--- src/iox_params.svh ---
// constants for the sixteen-port i2c expander with change detection
`ifndef IOX_PARAMS_SVH
`define IOX_PARAMS_SVH
// ----------------------------------------
// target address
// ----------------------------------------
`define IOX_ADDR_HI 5'h16
// ----------------------------------------
// command byte register selects
// ----------------------------------------
`define IOX_CMD_IN_A 3'h0
`define IOX_CMD_IN_B 3'h1
`define IOX_CMD_OUT_A 3'h2
`define IOX_CMD_OUT_B 3'h3
`define IOX_CMD_DIR_A 3'h4
`define IOX_CMD_DIR_B 3'h5
`define IOX_CMD_MSK_A 3'h6
`define IOX_CMD_MSK_B 3'h7
// ----------------------------------------
// reset values
// ----------------------------------------
`define IOX_DIR_RST 8'h00
`define IOX_MSK_RST 8'h00
// ----------------------------------------
// timing
// ----------------------------------------
`define IOX_CLK_NS 40
`define IOX_SPIKE_NS 50
// glitch filter length in cycles: a spike of 50 ns must not pass, round up; a 50 ns spike sampled on two edges still passes
`define IOX_FILT_CYC ((`IOX_SPIKE_NS + `IOX_CLK_NS - 1) / `IOX_CLK_NS)
`endif

--- src/iox_pkg.sv ---
// types shared by the expander design files
package iox_pkg;
  // serial engine states
  typedef enum logic [2:0] {
    IOX_IDLE = 3'b000,
    IOX_ADDR = 3'b001,
    IOX_AACK = 3'b010,
    IOX_WBYT = 3'b011,
    IOX_WACK = 3'b100,
    IOX_RBYT = 3'b101,
    IOX_RACK = 3'b110
  } iox_state_e;
  // one 8-bit port group
  typedef struct packed {
    logic [7:0] outv;
    logic [7:0] dir;
    logic [7:0] msk;
  } iox_group_s;
  // the two serial bus lines after filtering
  typedef struct packed {
    logic scl;
    logic sda;
  } iox_bus_s;
endpackage
--- src/iox_expander.sv ---
// sixteen-port i2c expander with input change detection
module iox_expander
  import iox_pkg::*;
(
  // clock and reset
  input wire logic CLK,
  input wire logic SYS_RST,
  // serial bus pins
  input wire logic SCL_IN,
  input wire logic SDA_IN,
  output logic SDA_OUT,
  output logic SDA_OE,
  // configuration pins
  input wire logic ADDR_SELECT_LO,
  input wire logic ADDR_SELECT_HI,
  input wire logic BUS_ABORT_N,
  // group a, open-drain ports
  input wire logic [7:0] OPEN_DRAIN_PORTS_IN,
  output logic [7:0] OPEN_DRAIN_PORTS_OUT,
  output logic [7:0] OPEN_DRAIN_PORTS_OE,
  // group b, push-pull ports
  input wire logic [7:0] PUSH_PULL_PORTS_IN,
  output logic [7:0] PUSH_PULL_PORTS_OUT,
  output logic [7:0] PUSH_PULL_PORTS_OE,
  // interrupt, open drain
  output logic CHANGE_IRQ_N_OUT,
  output logic CHANGE_IRQ_N_OE
);
`include "iox_params.svh"
  // ----------------------------------------
  // pin synchronisers
  // ----------------------------------------
  iox_bus_s bus; // filtered scl and sda
  iox_bus_s bus_d_ff; // previous filtered levels
  logic [15:0] pin_s1_ff; // first stage, read only by second
  logic [15:0] pin_s2_ff; // synced port levels
  logic [2:0] cfg_s1_ff; // abort and select pins, first stage
  logic [2:0] cfg_s2_ff; // second stage
  // scl glitch filter
  iox_filter #(.LEN(`IOX_FILT_CYC)) u_scl (
    .clk(CLK),
    .rst(SYS_RST),
    .pin(SCL_IN),
    .level(bus.scl)
  );
  // sda glitch filter
  iox_filter #(.LEN(`IOX_FILT_CYC)) u_sda (
    .clk(CLK),
    .rst(SYS_RST),
    .pin(SDA_IN),
    .level(bus.sda)
  );
  // ports and straps through two flops each
  always_ff @(posedge CLK) begin
    if (SYS_RST) begin
      pin_s1_ff <= 16'hFFFF;
      pin_s2_ff <= 16'hFFFF;
      cfg_s1_ff <= 3'h7;
      cfg_s2_ff <= 3'h7;
    end else begin
      pin_s1_ff <= {PUSH_PULL_PORTS_IN, OPEN_DRAIN_PORTS_IN};
      pin_s2_ff <= pin_s1_ff;
      cfg_s1_ff <= {BUS_ABORT_N, ADDR_SELECT_HI, ADDR_SELECT_LO};
      cfg_s2_ff <= cfg_s1_ff;
    end
  end
  wire abort = ~cfg_s2_ff[2];
  wire [1:0] sel = cfg_s2_ff[1:0];
  // ----------------------------------------
  // bus condition decode
  // ----------------------------------------
  wire scl_rise = bus.scl & ~bus_d_ff.scl;
  wire scl_fall = ~bus.scl & bus_d_ff.scl;
  wire start_c = bus.scl & bus_d_ff.scl & bus_d_ff.sda & ~bus.sda;
  wire stop_c = bus.scl & bus_d_ff.scl & ~bus_d_ff.sda & bus.sda;
  // ----------------------------------------
  // state and registers
  // ----------------------------------------
  iox_state_e st_ff; // serial engine state
  logic [7:0] sh_ff; // shift register
  logic [3:0] bit_ff; // bit counter
  logic [2:0] cmd_ff; // selected register
  logic got_cmd_ff; // command byte received in this write
  logic rd_ff; // a read address was taken since the last stop or abort
  logic nack_ff; // controller did not acknowledge
  logic sda_low_ff; // drive sda low
  logic strap_ff; // one-cycle pulse that loads the defaults
  iox_group_s grp_ff [2]; // output, direction, mask per group
  logic [15:0] snap_ff; // snapshot from last access
  logic [1:0] pend_ff; // pending change per group
  // ----------------------------------------
  // read mux and change detection
  // ----------------------------------------
  wire addr_hit = (sh_ff[7:1] == {`IOX_ADDR_HI, sel});
  wire is_read = sh_ff[0];
  wire [15:0] dir_all = {grp_ff[1].dir, grp_ff[0].dir};
  wire [15:0] msk_all = {grp_ff[1].msk, grp_ff[0].msk};
  // only inputs, unmasked, different from snapshot; output writes never count
  wire [15:0] diff = (pin_s2_ff ^ snap_ff) & dir_all & ~msk_all;
  wire [1:0] chg = {|diff[15:8], |diff[7:0]};
  wire rd_port_a = (cmd_ff == `IOX_CMD_IN_A) || (cmd_ff == `IOX_CMD_OUT_A);
  wire rd_port_b = (cmd_ff == `IOX_CMD_IN_B) || (cmd_ff == `IOX_CMD_OUT_B);
  wire addr_ack = (st_ff == IOX_AACK) & scl_fall & addr_hit;
  wire [7:0] rd_data =
    (cmd_ff == `IOX_CMD_IN_A) ? pin_s2_ff[7:0] :
    (cmd_ff == `IOX_CMD_IN_B) ? pin_s2_ff[15:8] :
    (cmd_ff == `IOX_CMD_OUT_A) ? grp_ff[0].outv :
    (cmd_ff == `IOX_CMD_OUT_B) ? grp_ff[1].outv :
    (cmd_ff == `IOX_CMD_DIR_A) ? grp_ff[0].dir :
    (cmd_ff == `IOX_CMD_DIR_B) ? grp_ff[1].dir :
    (cmd_ff == `IOX_CMD_MSK_A) ? grp_ff[0].msk : grp_ff[1].msk;
  // data byte write strobe, on the falling edge of the eighth bit
  wire wr_data = (st_ff == IOX_WBYT) & scl_fall & (bit_ff == 4'h8) & got_cmd_ff;
  // ----------------------------------------
  // serial engine
  // ----------------------------------------
  // abort and stop both land in idle; sda is let go at once
  always_ff @(posedge CLK) begin
    bus_d_ff <= bus;
    if (SYS_RST || abort || stop_c) begin
      st_ff <= IOX_IDLE;
      bit_ff <= 4'h0;
      sda_low_ff <= 1'b0;
      got_cmd_ff <= 1'b0;
      rd_ff <= 1'b0;
      nack_ff <= 1'b0;
      sh_ff <= 8'h00;
      if (SYS_RST)
        cmd_ff <= `IOX_CMD_IN_A;
    end else if (start_c) begin
      st_ff <= IOX_ADDR;
      bit_ff <= 4'h0;
      sda_low_ff <= 1'b0;
      got_cmd_ff <= 1'b0;
    end else begin
      unique case (st_ff)
        IOX_IDLE: begin
          sda_low_ff <= 1'b0;
        end
        IOX_ADDR, IOX_WBYT: begin
          if (scl_rise) begin
            sh_ff <= {sh_ff[6:0], bus.sda};
            bit_ff <= bit_ff + 4'h1;
          end
          if (scl_fall && bit_ff == 4'h8) begin
            bit_ff <= 4'h0;
            if (st_ff == IOX_ADDR) begin
              st_ff <= IOX_AACK;
              sda_low_ff <= addr_hit;
            end else begin
              st_ff <= IOX_WACK;
              sda_low_ff <= 1'b1;
              if (!got_cmd_ff)
                cmd_ff <= sh_ff[2:0];
              got_cmd_ff <= 1'b1;
            end
          end
        end
        IOX_AACK: begin
          if (scl_fall) begin
            if (!addr_hit) begin
              st_ff <= IOX_IDLE;
              sda_low_ff <= 1'b0;
            end else if (is_read) begin
              rd_ff <= 1'b1;
              st_ff <= IOX_RBYT;
              sh_ff <= rd_data;
              sda_low_ff <= ~rd_data[7];
              bit_ff <= 4'h1;
            end else begin
              st_ff <= IOX_WBYT;
              sda_low_ff <= 1'b0;
            end
          end
        end
        IOX_WACK: begin
          if (scl_fall) begin
            st_ff <= IOX_WBYT;
            sda_low_ff <= 1'b0;
          end
        end
        IOX_RBYT: begin
          if (scl_fall) begin
            if (bit_ff == 4'h8) begin
              st_ff <= IOX_RACK;
              sda_low_ff <= 1'b0;
            end else begin
              sda_low_ff <= ~sh_ff[3'(4'h7 - bit_ff)];
              bit_ff <= bit_ff + 4'h1;
            end
          end
        end
        IOX_RACK: begin
          if (scl_rise)
            nack_ff <= bus.sda;
          if (scl_fall) begin
            // on nack go idle and stay off the bus until the next start
            if (nack_ff) begin
              st_ff <= IOX_IDLE;
            end else begin
              st_ff <= IOX_RBYT;
              sh_ff <= rd_data;
              sda_low_ff <= ~rd_data[7];
              bit_ff <= 4'h1;
            end
          end
        end
      endcase
    end
  end
  // ----------------------------------------
  // port registers and detection
  // ----------------------------------------
  // defaults come from the strap after the synchroniser has filled
  wire [15:0] dflt = {{4{sel[1]}}, {4{sel[0]}}, {4{sel[1]}}, {4{sel[0]}}};
  for (genvar g = 0; g < 2; g++) begin : g_grp
    always_ff @(posedge CLK) begin
      if (SYS_RST) begin
        grp_ff[g].outv <= 8'hFF;
        grp_ff[g].dir <= `IOX_DIR_RST;
        grp_ff[g].msk <= `IOX_MSK_RST;
        snap_ff[g*8 +: 8] <= 8'h00;
        pend_ff[g] <= 1'b0;
      end else begin
        if (strap_ff)
          grp_ff[g].outv <= dflt[g*8 +: 8];
        else if (wr_data && cmd_ff == 3'(`IOX_CMD_OUT_A + g))
          grp_ff[g].outv <= sh_ff;
        if (wr_data && cmd_ff == 3'(`IOX_CMD_DIR_A + g))
          grp_ff[g].dir <= sh_ff;
        if (wr_data && cmd_ff == 3'(`IOX_CMD_MSK_A + g))
          grp_ff[g].msk <= sh_ff;
        // snapshot on every address acknowledge, and at power-up
        if (strap_ff || addr_ack)
          snap_ff[g*8 +: 8] <= pin_s2_ff[g*8 +: 8];
        // clear only for a read of this group's input or output register; an input read carries
        // the level seen at this acknowledge, so clearing there drops nothing
        // a change on a group not read is kept even at the acknowledge
        if (addr_ack && is_read && (g == 0 ? rd_port_a : rd_port_b))
          pend_ff[g] <= 1'b0;
        else if (chg[g] && !strap_ff)
          pend_ff[g] <= 1'b1;
      end
    end
  end
  // strap load waits for the select pins to cross into this domain
  logic [1:0] strap_cnt_ff; // cycles since reset release
  always_ff @(posedge CLK) begin
    if (SYS_RST) begin
      strap_cnt_ff <= 2'h0;
      strap_ff <= 1'b0;
    end else begin
      if (strap_cnt_ff != 2'h3)
        strap_cnt_ff <= strap_cnt_ff + 2'h1;
      strap_ff <= (strap_cnt_ff == 2'h2);
    end
  end
  // ----------------------------------------
  // pin drive
  // ----------------------------------------
  wire [15:0] out_all = {grp_ff[1].outv, grp_ff[0].outv};
  assign SDA_OUT = 1'b0;
  assign SDA_OE = sda_low_ff;
  // group a open drain: drives only a low output
  assign OPEN_DRAIN_PORTS_OUT = 8'h00;
  assign OPEN_DRAIN_PORTS_OE = ~grp_ff[0].dir & ~grp_ff[0].outv;
  assign PUSH_PULL_PORTS_OUT = grp_ff[1].outv;
  assign PUSH_PULL_PORTS_OE = ~grp_ff[1].dir;
  // interrupt stays through a bus abort; only reads clear it
  assign CHANGE_IRQ_N_OUT = 1'b0;
  assign CHANGE_IRQ_N_OE = |pend_ff;
  wire unused_ok = ^out_all | rd_ff;
endmodule

--- src/iox_filter.sv ---
// two-flop synchroniser plus glitch filter for one serial line
module iox_filter
  import iox_pkg::*;
#(
  parameter int unsigned LEN = 2
) (
  // clock and reset
  input wire logic clk,
  input wire logic rst,
  // raw pin and cleaned level
  input wire logic pin,
  output logic level
);
`include "iox_params.svh"
  logic s1_ff; // first stage, read only by s2
  logic s2_ff; // second stage
  logic [3:0] cnt_ff; // agreement counter
  logic [3:0] nxt_cnt;
  logic nxt_level;
  logic differs;
  // ----------------------------------------
  // filter decisions
  // ----------------------------------------
  assign differs = (s2_ff != level);
  // a new level must hold LEN cycles; shorter spikes are dropped
  assign nxt_cnt = differs ? cnt_ff + 4'h1 : 4'h0;
  assign nxt_level = (differs && (nxt_cnt >= 4'(LEN))) ? s2_ff : level;
  // ----------------------------------------
  // registers; lines idle high
  // ----------------------------------------
  always_ff @(posedge clk) begin
    if (rst) begin
      s1_ff <= 1'b1;
      s2_ff <= 1'b1;
      cnt_ff <= 4'h0;
      level <= 1'b1;
    end else begin
      s1_ff <= pin;
      s2_ff <= s1_ff;
      cnt_ff <= (nxt_level != level) ? 4'h0 : nxt_cnt;
      level <= nxt_level;
    end
  end
endmodule

--- config.mk ---
export PLATFORM = sky130hd
export DESIGN_NAME = iox_expander
export DESIGN_NICKNAME = d
export VERILOG_FILES = /design/src/iox_pkg.sv /design/src/iox_expander.sv /design/src/iox_filter.sv
export VERILOG_INCLUDE_DIRS = /design/src
export SDC_FILE = /design/constraint.sdc
export NUM_CORES = 1
export LEC_CHECK = 0
export BUFFER_PORTS_ARGS = -buffer_cell sky130_fd_sc_hd__buf_2
export CAP_MARGIN = 20
export CORE_MARGIN = 3
export CORE_UTILIZATION = 39
export CTS_CLUSTER_DIAMETER = 120
export DETAILED_ROUTE_END_ITERATION = 6
export SLEW_MARGIN = 15
export SYNTH_ARGS = -nofsm -noshare
export SYNTH_HDL_FRONTEND = slang
export SYNTH_HIERARCHICAL = 1
export SYNTH_SLANG_ARGS = --single-unit
--- constraint.sdc ---
create_clock -name CLK -period 3.7 [get_ports CLK]
set_clock_uncertainty 0.15 [all_clocks]
set_input_delay 0.185 -clock CLK [delete_from_list [all_inputs] [get_ports CLK]]
set_output_delay 0.185 -clock CLK [all_outputs]
set_load 0.05 [all_outputs]
==> metrics.cfg, run 1 <==
[yosys]
syn_avg_cell_area_um2 = 10.1
ys_ff_latch = 144
synth_cell_types = 70
synthFlopType = dfxtp_1
synth_seq_area_share = 0.492
syn_area_um2 = 6890
yosys.area.top_type = dfxtp_1
netlist.area_leader.share = 0.270
synth_edf_count = 51
synth-async-reset-ratio = 0
ys_top_cells_by_area = dfxtp_1 27%, edfxtp_1 22%, or2_2 4.0%
synth_cells = 684
ys_warn_count = 6

[global_route]
grt_pass1_vias = 5106
overflow = 0
grt_usage = 0.191
grt_max_degree = 59
grt_pass1_wl_um = 28900
antenna_found_initial = 0

[cells_and_area]
stdcell_count = 979
drive_gt1_frac = 0.204
syn2layout_area_growth_pct = 17.1
final_nets = 775
n_fill_cell = 1575
insertedDiodeCount = 0

[sta]
period_share = 0.798
fmax_mhz = 339
finalSetupViolCount = 0
slew_viol_final = 0
tightestPinTransition_ns = 0.999
finalWorstPathRequiredPeriod_ns = 2.95
timing.slew.headroom = 0.327
hold_viol = 0
finalSetupTns_ns = 0
rsz0062_at_grt = false

[floorplan]
die_area_um2 = 19300
ios = 59
fp.dieH_um = 139
die_x_um = 139
core_area_um2 = 16900
initial_core_util = 0.407
core.rowCount = 47

[pwr]
switchingPower_mw = 0.979
vdd_drop_max_mv = 0.401
p_int_mw = 2.79
clkPwrFrac = 0.434
switching_share = 0.260
powerDensity_nw_per_um2 = 467
seqPwrFrac = 0.471
p_leak_nw = 3.15
p_comb_frac = 0.095

[flow_run]
maxCapViolCount = 0

[placement]
numPortBuffers = 48
dp_hpwl_um = 13300
dp_cells = 925
gp_congestion = 0.973

[clock_network]
post_cts_resized = 0
cts_htree_levels = 4
numCtsBuffers = 17
clkTransAtPathRegs_ns = 0.06
cts_tree = yes
cts_root_buf = clkbuf_16
ctsLongestPathBuffers = 2
clk_latency_ns = 0.42
cts_setup_buffers = 0
cts.sinks = 144

[min_path]
hp-start = SYS_RST
hold_end = snap_ff[15]
min_path_cells = 2
hold_path.class = in2reg

[critical_path]
worst-endpoint-arrival_ns = 2.88
r2r-end = grp_ff[1][23]
start_kind = flop
end_kind = flop
rr_startpoint = st_ff[0]
worstPathRequired_ns = 3.63
r2r_slack_ns = 0.75
reg2regPathDepth = 5
cp_max_fo = 24
critPathKind = reg2reg

[drt]
drtAntennaViolNets = 0
routedWlPerCell_um = 18.9
drt_pass1_iterations = 5
drt-initial-drc-count = 490
routed_wl_um = 18500
vias = 5318
drc = 0
viasPerCell = 5.43

[run_status]
status = finished clean

==> placed cells by master (no fill, tap or decap), types with 25 or more instances in the layout <==
| cell | count |
|---|---|
| and2_1 | 35 |
| mux2i_1 | 25 |
| edfxtp_1 | 51 |
| o21ai_0 | 28 |
| a21oi_1 | 35 |
| or2_2 | 44 |
| dfxtp_1 | 93 |
| nor2_1 | 58 |
| nand2_1 | 32 |
| buf_2 | 48 |
==> synthesized netlist by cell type (4+ instances only) <==
master     n
ha_1       6
and3b_1    4
buf_1      6
o21a_1    18
inv_1     17
buf_4     19
clkbuf_1  22
and2_1    35
nand3_1    7
edfxtp_1  51
a21oi_1   35
nor4_2     4
a311oi_1   6
a31oi_1    4
a221oi_1   6
a211oi_1   8
nor3_1    13
nand2_1   32
nor2b_1    6
o21ai_0   28
nor4_1     8
mux2i_1   25
buf_2      8
o31ai_1    8
dfxtp_1   93
nor2_1    58
xor2_1     4
or2_2     44
xnor2_1   19
nand3b_1  10
nand2b_1  11
nor3b_1   12
==> registers in the layout, indices dropped and copies added (netlist names), 3 cells and up <==
register      flops
pin_s1_ff        16
st_ff             3
u_scl/cnt_ff      4
cmd_ff            3
u_sda/cnt_ff      4
cfg_s1_ff         3
sh_ff             8
cfg_s2_ff         3
snap_ff          16
bit_ff            4
grp_ff           48
pin_s2_ff        16
==> worst max path at each step <==
stage / startpoint / to / slack (ns) / cells past startpoint
finish: st_ff[0] / grp_ff[1][23] / 0.75 / 5
CTS: st_ff[0] / grp_ff[1][16] / 0.81 / 5
global placement: st_ff[0] / grp_ff[1][17] / 0.95 / 5
floorplan: cmd_ff[2] / grp_ff[1][10] / 1.17 / 5
global route: st_ff[0] / grp_ff[1][16] / 0.48 / 5
detailed placement: st_ff[0] / grp_ff[1][23] / 0.83 / 5
==> power groups by stage <==
stage / registers (mW) / logic, mW / clock network (mW)
2_1_floorplan: 1.78 / 0.273 / 0
3_5_place_dp: 1.81 / 0.334 / 0
5_1_grt: 1.78 / 0.395 / 1.73
4_1_cts: 1.78 / 0.353 / 1.67
3_3_place_gp: 1.81 / 0.329 / 0
6_report: 1.78 / 0.359 / 1.64
==> layer usage <==
metal | GRT usage | share of wire | wire length, um
met4 | 0.0793 | 0.031 | 579
met5 | 0 | 0 | 0
met1 | 0.257 | 0.43 | 7960
met3 | 0.0445 | 0.078 | 1440
met2 | 0.297 | 0.46 | 8490
==> per-stage QoR <==
stage / setup slack, ns / area [um^2] / utilization / total power, mW / hold WS [ns]
after floorplan: 1.17 / 6940 / - / 2.06 / 0.108
after global placement: 0.950 / 7280 / 0.430 / 2.14 / 0.217
after detailed placement: 0.828 / 7280 / 0.430 / 2.15 / 0.219
after CTS: 0.807 / 8060 / 0.476 / 3.80 / 0.00387
after global routing: 0.484 / 8070 / 0.477 / 3.91 / 0.0149
final: 0.748 / 8070 / 0.477 / 3.77 / 0.0145
==> kinds of logic after synthesis <==
kind of cell | count (synthesis) | share of synthesized area
and+or+nand+nor | 260 | 0.218
AOI/OAI and AO/OA | 144 | 0.144
DFF | 144 | 0.492
buffers and inverters | 75 | 0.0539
muxes | 29 | 0.0499
xor gates and xnor gates | 23 | 0.0292
adders and majority gates | 6 | 0.0109
other | 3 | 0.00163
==> critical path, stage by stage (launching register included) <==
cell	delay, ns
dfxtp_1	0.78
nand3b_1	0.18
nor3_1	0.52
and4b_1	0.35
nand3_1	0.26
nand2_1	0.38
==> final cells by class <==
cell class	instances	area [um^2]	share of cell area
Clock buffer	21	472	0.0584
Inverter	18	67.6	0.00837
Multi-Input combinational cell	478	3180	0.394
Timing Repair Buffer	87	593	0.0735
Sequential cell	144	3390	0.420
Tap cell	220	275	0.0341
Clock inverter	11	95.1	0.0118
==> timing repair <==
item,in CTS,in global routing
setup endpoints to repair,0,0
hold endpoints to repair,21,0
hold buffers,21,0
(Power assumes the default switching activity.)
==> inputs of run 2 (changes only) <==
- clock period: 3.7 -> 2.9 ns (I/O delays scaled with it)
==> metrics.cfg, run 2 (synthesized netlist as in run 1, its figures left out) <==
[run_status]
status = finished clean

[sta]
fmax_mhz = 379
finalSetupTns_ns = 0
period_share = 0.909
rsz0062_at_grt = false
fin_hold_ws_ns = 0.255
timing.slew.headroom = 0.358
slew_viol_final = 0
finalWorstPathRequiredPeriod_ns = 2.64
hold_viol = 0
layout_setup_ws_ns = 0.264
tightestPinTransition_ns = 0.953
finalSetupViolCount = 0

[clock_network]
clk_latency_ns = 0.42
cts_tree = yes
numCtsBuffers = 17
clkTransAtPathRegs_ns = 0.06
cts_root_buf = clkbuf_16
cts_setup_buffers = 0
cts_htree_levels = 4
cts.sinks = 144
ctsLongestPathBuffers = 2

[pwr]
powerDensity_nw_per_um2 = 602
p_leak_nw = 3.25
vdd_drop_max_mv = 0.421

[placement]
gp_congestion = 0.922
preCtsSetupSlack_ns = 0.318
dp_hpwl_um = 13500
dp_cells = 941
numPortBuffers = 48

[cells_and_area]
insertedDiodeCount = 0
final_common_cell = dfxtp_1
stdcell_count = 995
drive_gt1_frac = 0.222
largest_reg_flops = 48
layout_common_cells = 93 x dfxtp_1, 58 x nor2_1, 51 x edfxtp_1
finish.utilization = 0.486
top_register = grp_ff
final_nets = 791
syn2layout_area_growth_pct = 19.4

[critical_path]
end_kind = flop
crit_buf_inv = 1
crit_start = bit_ff[0]
critPathKind = reg2reg
worst-endpoint-arrival_ns = 2.57
critPathCapture = grp_ff[1][23]
worst_path_dominant_cell_family = simple AND/OR/NAND/NOR gates
cp_max_fo = 9
reg2regPathDepth = 7
r2r-end = grp_ff[1][23]
r2r_slack_ns = 0.26
critPathSlowestCell = nand2_1
cp.depth = 7
start_kind = flop
path_cells = inv_1 > ha_1 > nand3b_1 > nor3_1 > and4b_1 > nand3_1 > nand2_1
worstPathRequired_ns = 2.84
cpPeakStageDelay_ns = 0.40
rr_startpoint = bit_ff[0]

[global_route]
grt_usage = 0.188
grt_max_degree = 57
antenna_found_initial = 0
grt_pass1_vias = 5179
grt_pass1_wl_um = 28400
overflow = 0

[floorplan]
ios = 59
initial_core_util = 0.407
core_area_um2 = 16900
die_x_um = 139
die_area_um2 = 19300
fp.dieH_um = 139
core.rowCount = 47

[drt]
maxUsedRoutingLayer = met4
drc = 0
viasPerCell = 5.48
drt_pass1_iterations = 6
drtAntennaViolNets = 0
routedLengthMet1_um = 8000
routed_wl_um = 18400
drt-initial-drc-count = 521
routedWlPerCell_um = 18.5
vias = 5451
wl_met2_um = 8320
wl_met3_um = 1500

[flow_run]
maxCapViolCount = 0

[min_path]
hold_path.class = reg2reg

## run 2: cell types whose count changed in the layout (fill, tap and decap cells not counted), moves of 2 or more
cell / previous run / this run
clkbuf_8: 1 / 3
inv_4: 0 / 2
clkbuf_1: 2 / 0
buf_4: 17 / 33
## run 2: through the flow
| stage | area [um^2] | total power [mW] |
|---|---|---|
| global route | 8230 | 5.13 |
| floorplan | 6940 | 2.62 |
| CTS | 8230 | 4.99 |
| finish | 8230 | 4.95 |
| global placement | 7400 | 2.75 |
| detailed placement | 7400 | 2.76 |
## run 2: worst min path at each step
stage / start / end / slack [ns] / cells after the start
detailed placement: OPEN_DRAIN_PORTS_IN[2] / pin_s1_ff[2] / 0.18 / 2
CTS: u_scl/s1_ff / u_scl/s2_ff / 0.25 / 1
global placement: OPEN_DRAIN_PORTS_IN[5] / pin_s1_ff[5] / 0.18 / 2
floorplan: SYS_RST / u_scl/cnt_ff[0] / 0.07 / 1
finish: cfg_s1_ff[2] / cfg_s2_ff[2] / 0.25 / 1
global route: cfg_s1_ff[2] / cfg_s2_ff[2] / 0.27 / 1
## run 2: worst register-to-register path: stages (launching register included)
cell and delay [ns]:
dfxtp_1 0.38, inv_1 0.09, ha_1 0.16, nand3b_1 0.17, nor3_1 0.37, and4b_1 0.32, nand3_1 0.27, nand2_1 0.40
## run 2: repair_timing
| action | 4_1_cts | 5_1_grt |
|---|---|---|
| hold endpoints to repair | 24 | 0 |
| hold buffers | 22 | 0 |
| gates resized for setup | 0 | 0 |
## run 2: where the power goes
part	switching, mW	internal, mW
logic	0.277	0.193
clock network	0.887	1.32
registers	0.0858	2.19
## run 2: layer usage
metal	GRT usage	up-vias
met5	0	-
met4	0.0839	0
met3	0.0445	41
met2	0.288	255
met1	0.254	2583
li1	-	2572
## run 2: layout make-up
| cell class | count | area, um^2 |
|---|---|---|
| Clock buffer | 21 | 492 |
| Sequential cell | 144 | 3390 |
| Tap cell | 220 | 275 |
| Inverter | 18 | 67.6 |
| Timing Repair Buffer | 103 | 708 |
| Multi-Input combinational cell | 478 | 3180 |
| Clock inverter | 11 | 115 |
| Fill cell | 1569 | 8710 |
==> inputs of run 3 (changes only) <==
- PLACE_DENSITY_LB_ADDON: unset -> 0.3
- SETUP_SLACK_MARGIN: unset -> 0.05
==> metrics.cfg, run 3 (synthesized netlist as in run 1, its figures left out) <==
[cells_and_area]
finish.utilization = 0.481
final_nets = 786
top_register = grp_ff
layout_common_cells = 93 x dfxtp_1, 58 x nor2_1, 51 x edfxtp_1
insertedDiodeCount = 0
largest_reg_flops = 48
syn2layout_area_growth_pct = 18.2
stdcell_count = 990
final_common_cell = dfxtp_1
drive_gt1_frac = 0.216
design_area_um2 = 8150

[global_route]
grt_pass1_wl_um = 28400
antenna_found_initial = 0
grt_pass1_vias = 5052
grt_max_degree = 63
grt_usage = 0.189
overflow = 0

[sta]
finalSetupViolCount = 0
finalWorstPathRequiredPeriod_ns = 2.64
tightestPinTransition_ns = 1.03
fmax_mhz = 379
timing.slew.headroom = 0.304
hold_viol = 0
slew_viol_final = 0
period_share = 0.910
finalSetupTns_ns = 0
rsz0062_at_grt = false

[clock_network]
cts_htree_levels = 4
clkTransAtPathRegs_ns = 0.06
cts_tree = yes
numCtsBuffers = 17
cts_root_buf = clkbuf_16
cts.sinks = 144
ctsLongestPathBuffers = 2
clk_latency_ns = 0.43

[floorplan]
fp.dieH_um = 139
ios = 59
initial_core_util = 0.407
core_area_um2 = 16900
die_x_um = 139
die_area_um2 = 19300
core.rowCount = 47

[drt]
drc = 0
viasPerCell = 5.46
routed_wl_um = 18400
drt-initial-drc-count = 529
routedLengthMet1_um = 7980
vias = 5401
wl_met2_um = 8300
wl_met3_um = 1480
drt_pass1_iterations = 6
maxUsedRoutingLayer = met4
drtAntennaViolNets = 0
routedWlPerCell_um = 18.6

[flow_run]
maxCapViolCount = 0

[critical_path]
cpPeakStageDelay_ns = 0.43
start_kind = flop
end_kind = flop
critPathSlowestCell = nand2_1
r2r_slack_ns = 0.26
cp_max_fo = 9
worst-endpoint-arrival_ns = 2.58
worstPathRequired_ns = 2.84
path_cells = inv_1 > ha_1 > nand3b_1 > nor3_1 > and4b_1 > nand3_1 > nand2_1
critPathKind = reg2reg

[pwr]
powerDensity_nw_per_um2 = 593
p_leak_nw = 3.21
vdd_drop_max_mv = 0.381
p_total_mw = 4.83

[placement]
numPortBuffers = 48
gp_congestion = 0.993
dp_cells = 936
place_area_um2 = 7360
dp_hpwl_um = 13400

[min_path]
hold_path.class = reg2reg

[run_status]
status = finished clean

[run 3: worst max-delay path, delay by kind of cell (launching register included)]
kind,cells,cell delay (ns)
buf+inv,1,0.08
fa+ha+maj,1,0.17
simple gates,5,1.51
flops,1,0.38
[run 3: power by group]
| part | internal, mW | switching [mW] |
|---|---|---|
| clock | 1.17 | 0.911 |
| combinational | 0.190 | 0.287 |
| sequential | 2.19 | 0.0821 |
[run 3: path summary, 6_finish.rpt]
path,from,cells after the start,end
max reg2reg,bit_ff[0],7,grp_ff[1][19]
min,pin_s1_ff[2],1,pin_s2_ff[2]
min reg2reg,pin_s1_ff[2],1,pin_s2_ff[2]
max,bit_ff[0],7,grp_ff[1][19]
[run 3: area by class of cell]
type / instances / area (um^2)
clock inverter: 13 / 113
sequential: 144 / 3390
tap: 220 / 275
multi-input combinational: 478 / 3180
timing repair buffer: 98 / 671
inverter: 18 / 67.6
fill: 1587 / 8780
clock buffer: 19 / 454
[run 3: metal layers]
| metal | global-route usage | vias to the layer above |
|---|---|---|
| met3 | 0.0459 | 45 |
| li1 | - | 2551 |
| met5 | 0 | - |
| met4 | 0.0788 | 0 |
| met2 | 0.290 | 274 |
| met1 | 0.258 | 2531 |
[run 3: timing repair]
action / 4_1_cts / 5_1_grt
hold buffers: 22 / 0
hold endpoints to repair: 24 / 0
endpoints found under the setup margin: 0 / 0
setup buffers: 0 / 0
gates resized for setup: 0 / 0
[run 3: per-stage QoR]
step / hold slack [ns] / worst slack [ns]
floorplan: 0.0684 / 0.375
global placement: 0.178 / 0.424
detailed placement: 0.179 / 0.332
CTS: 0.257 / 0.299
global route: 0.268 / 0.137
finish: 0.258 / 0.261
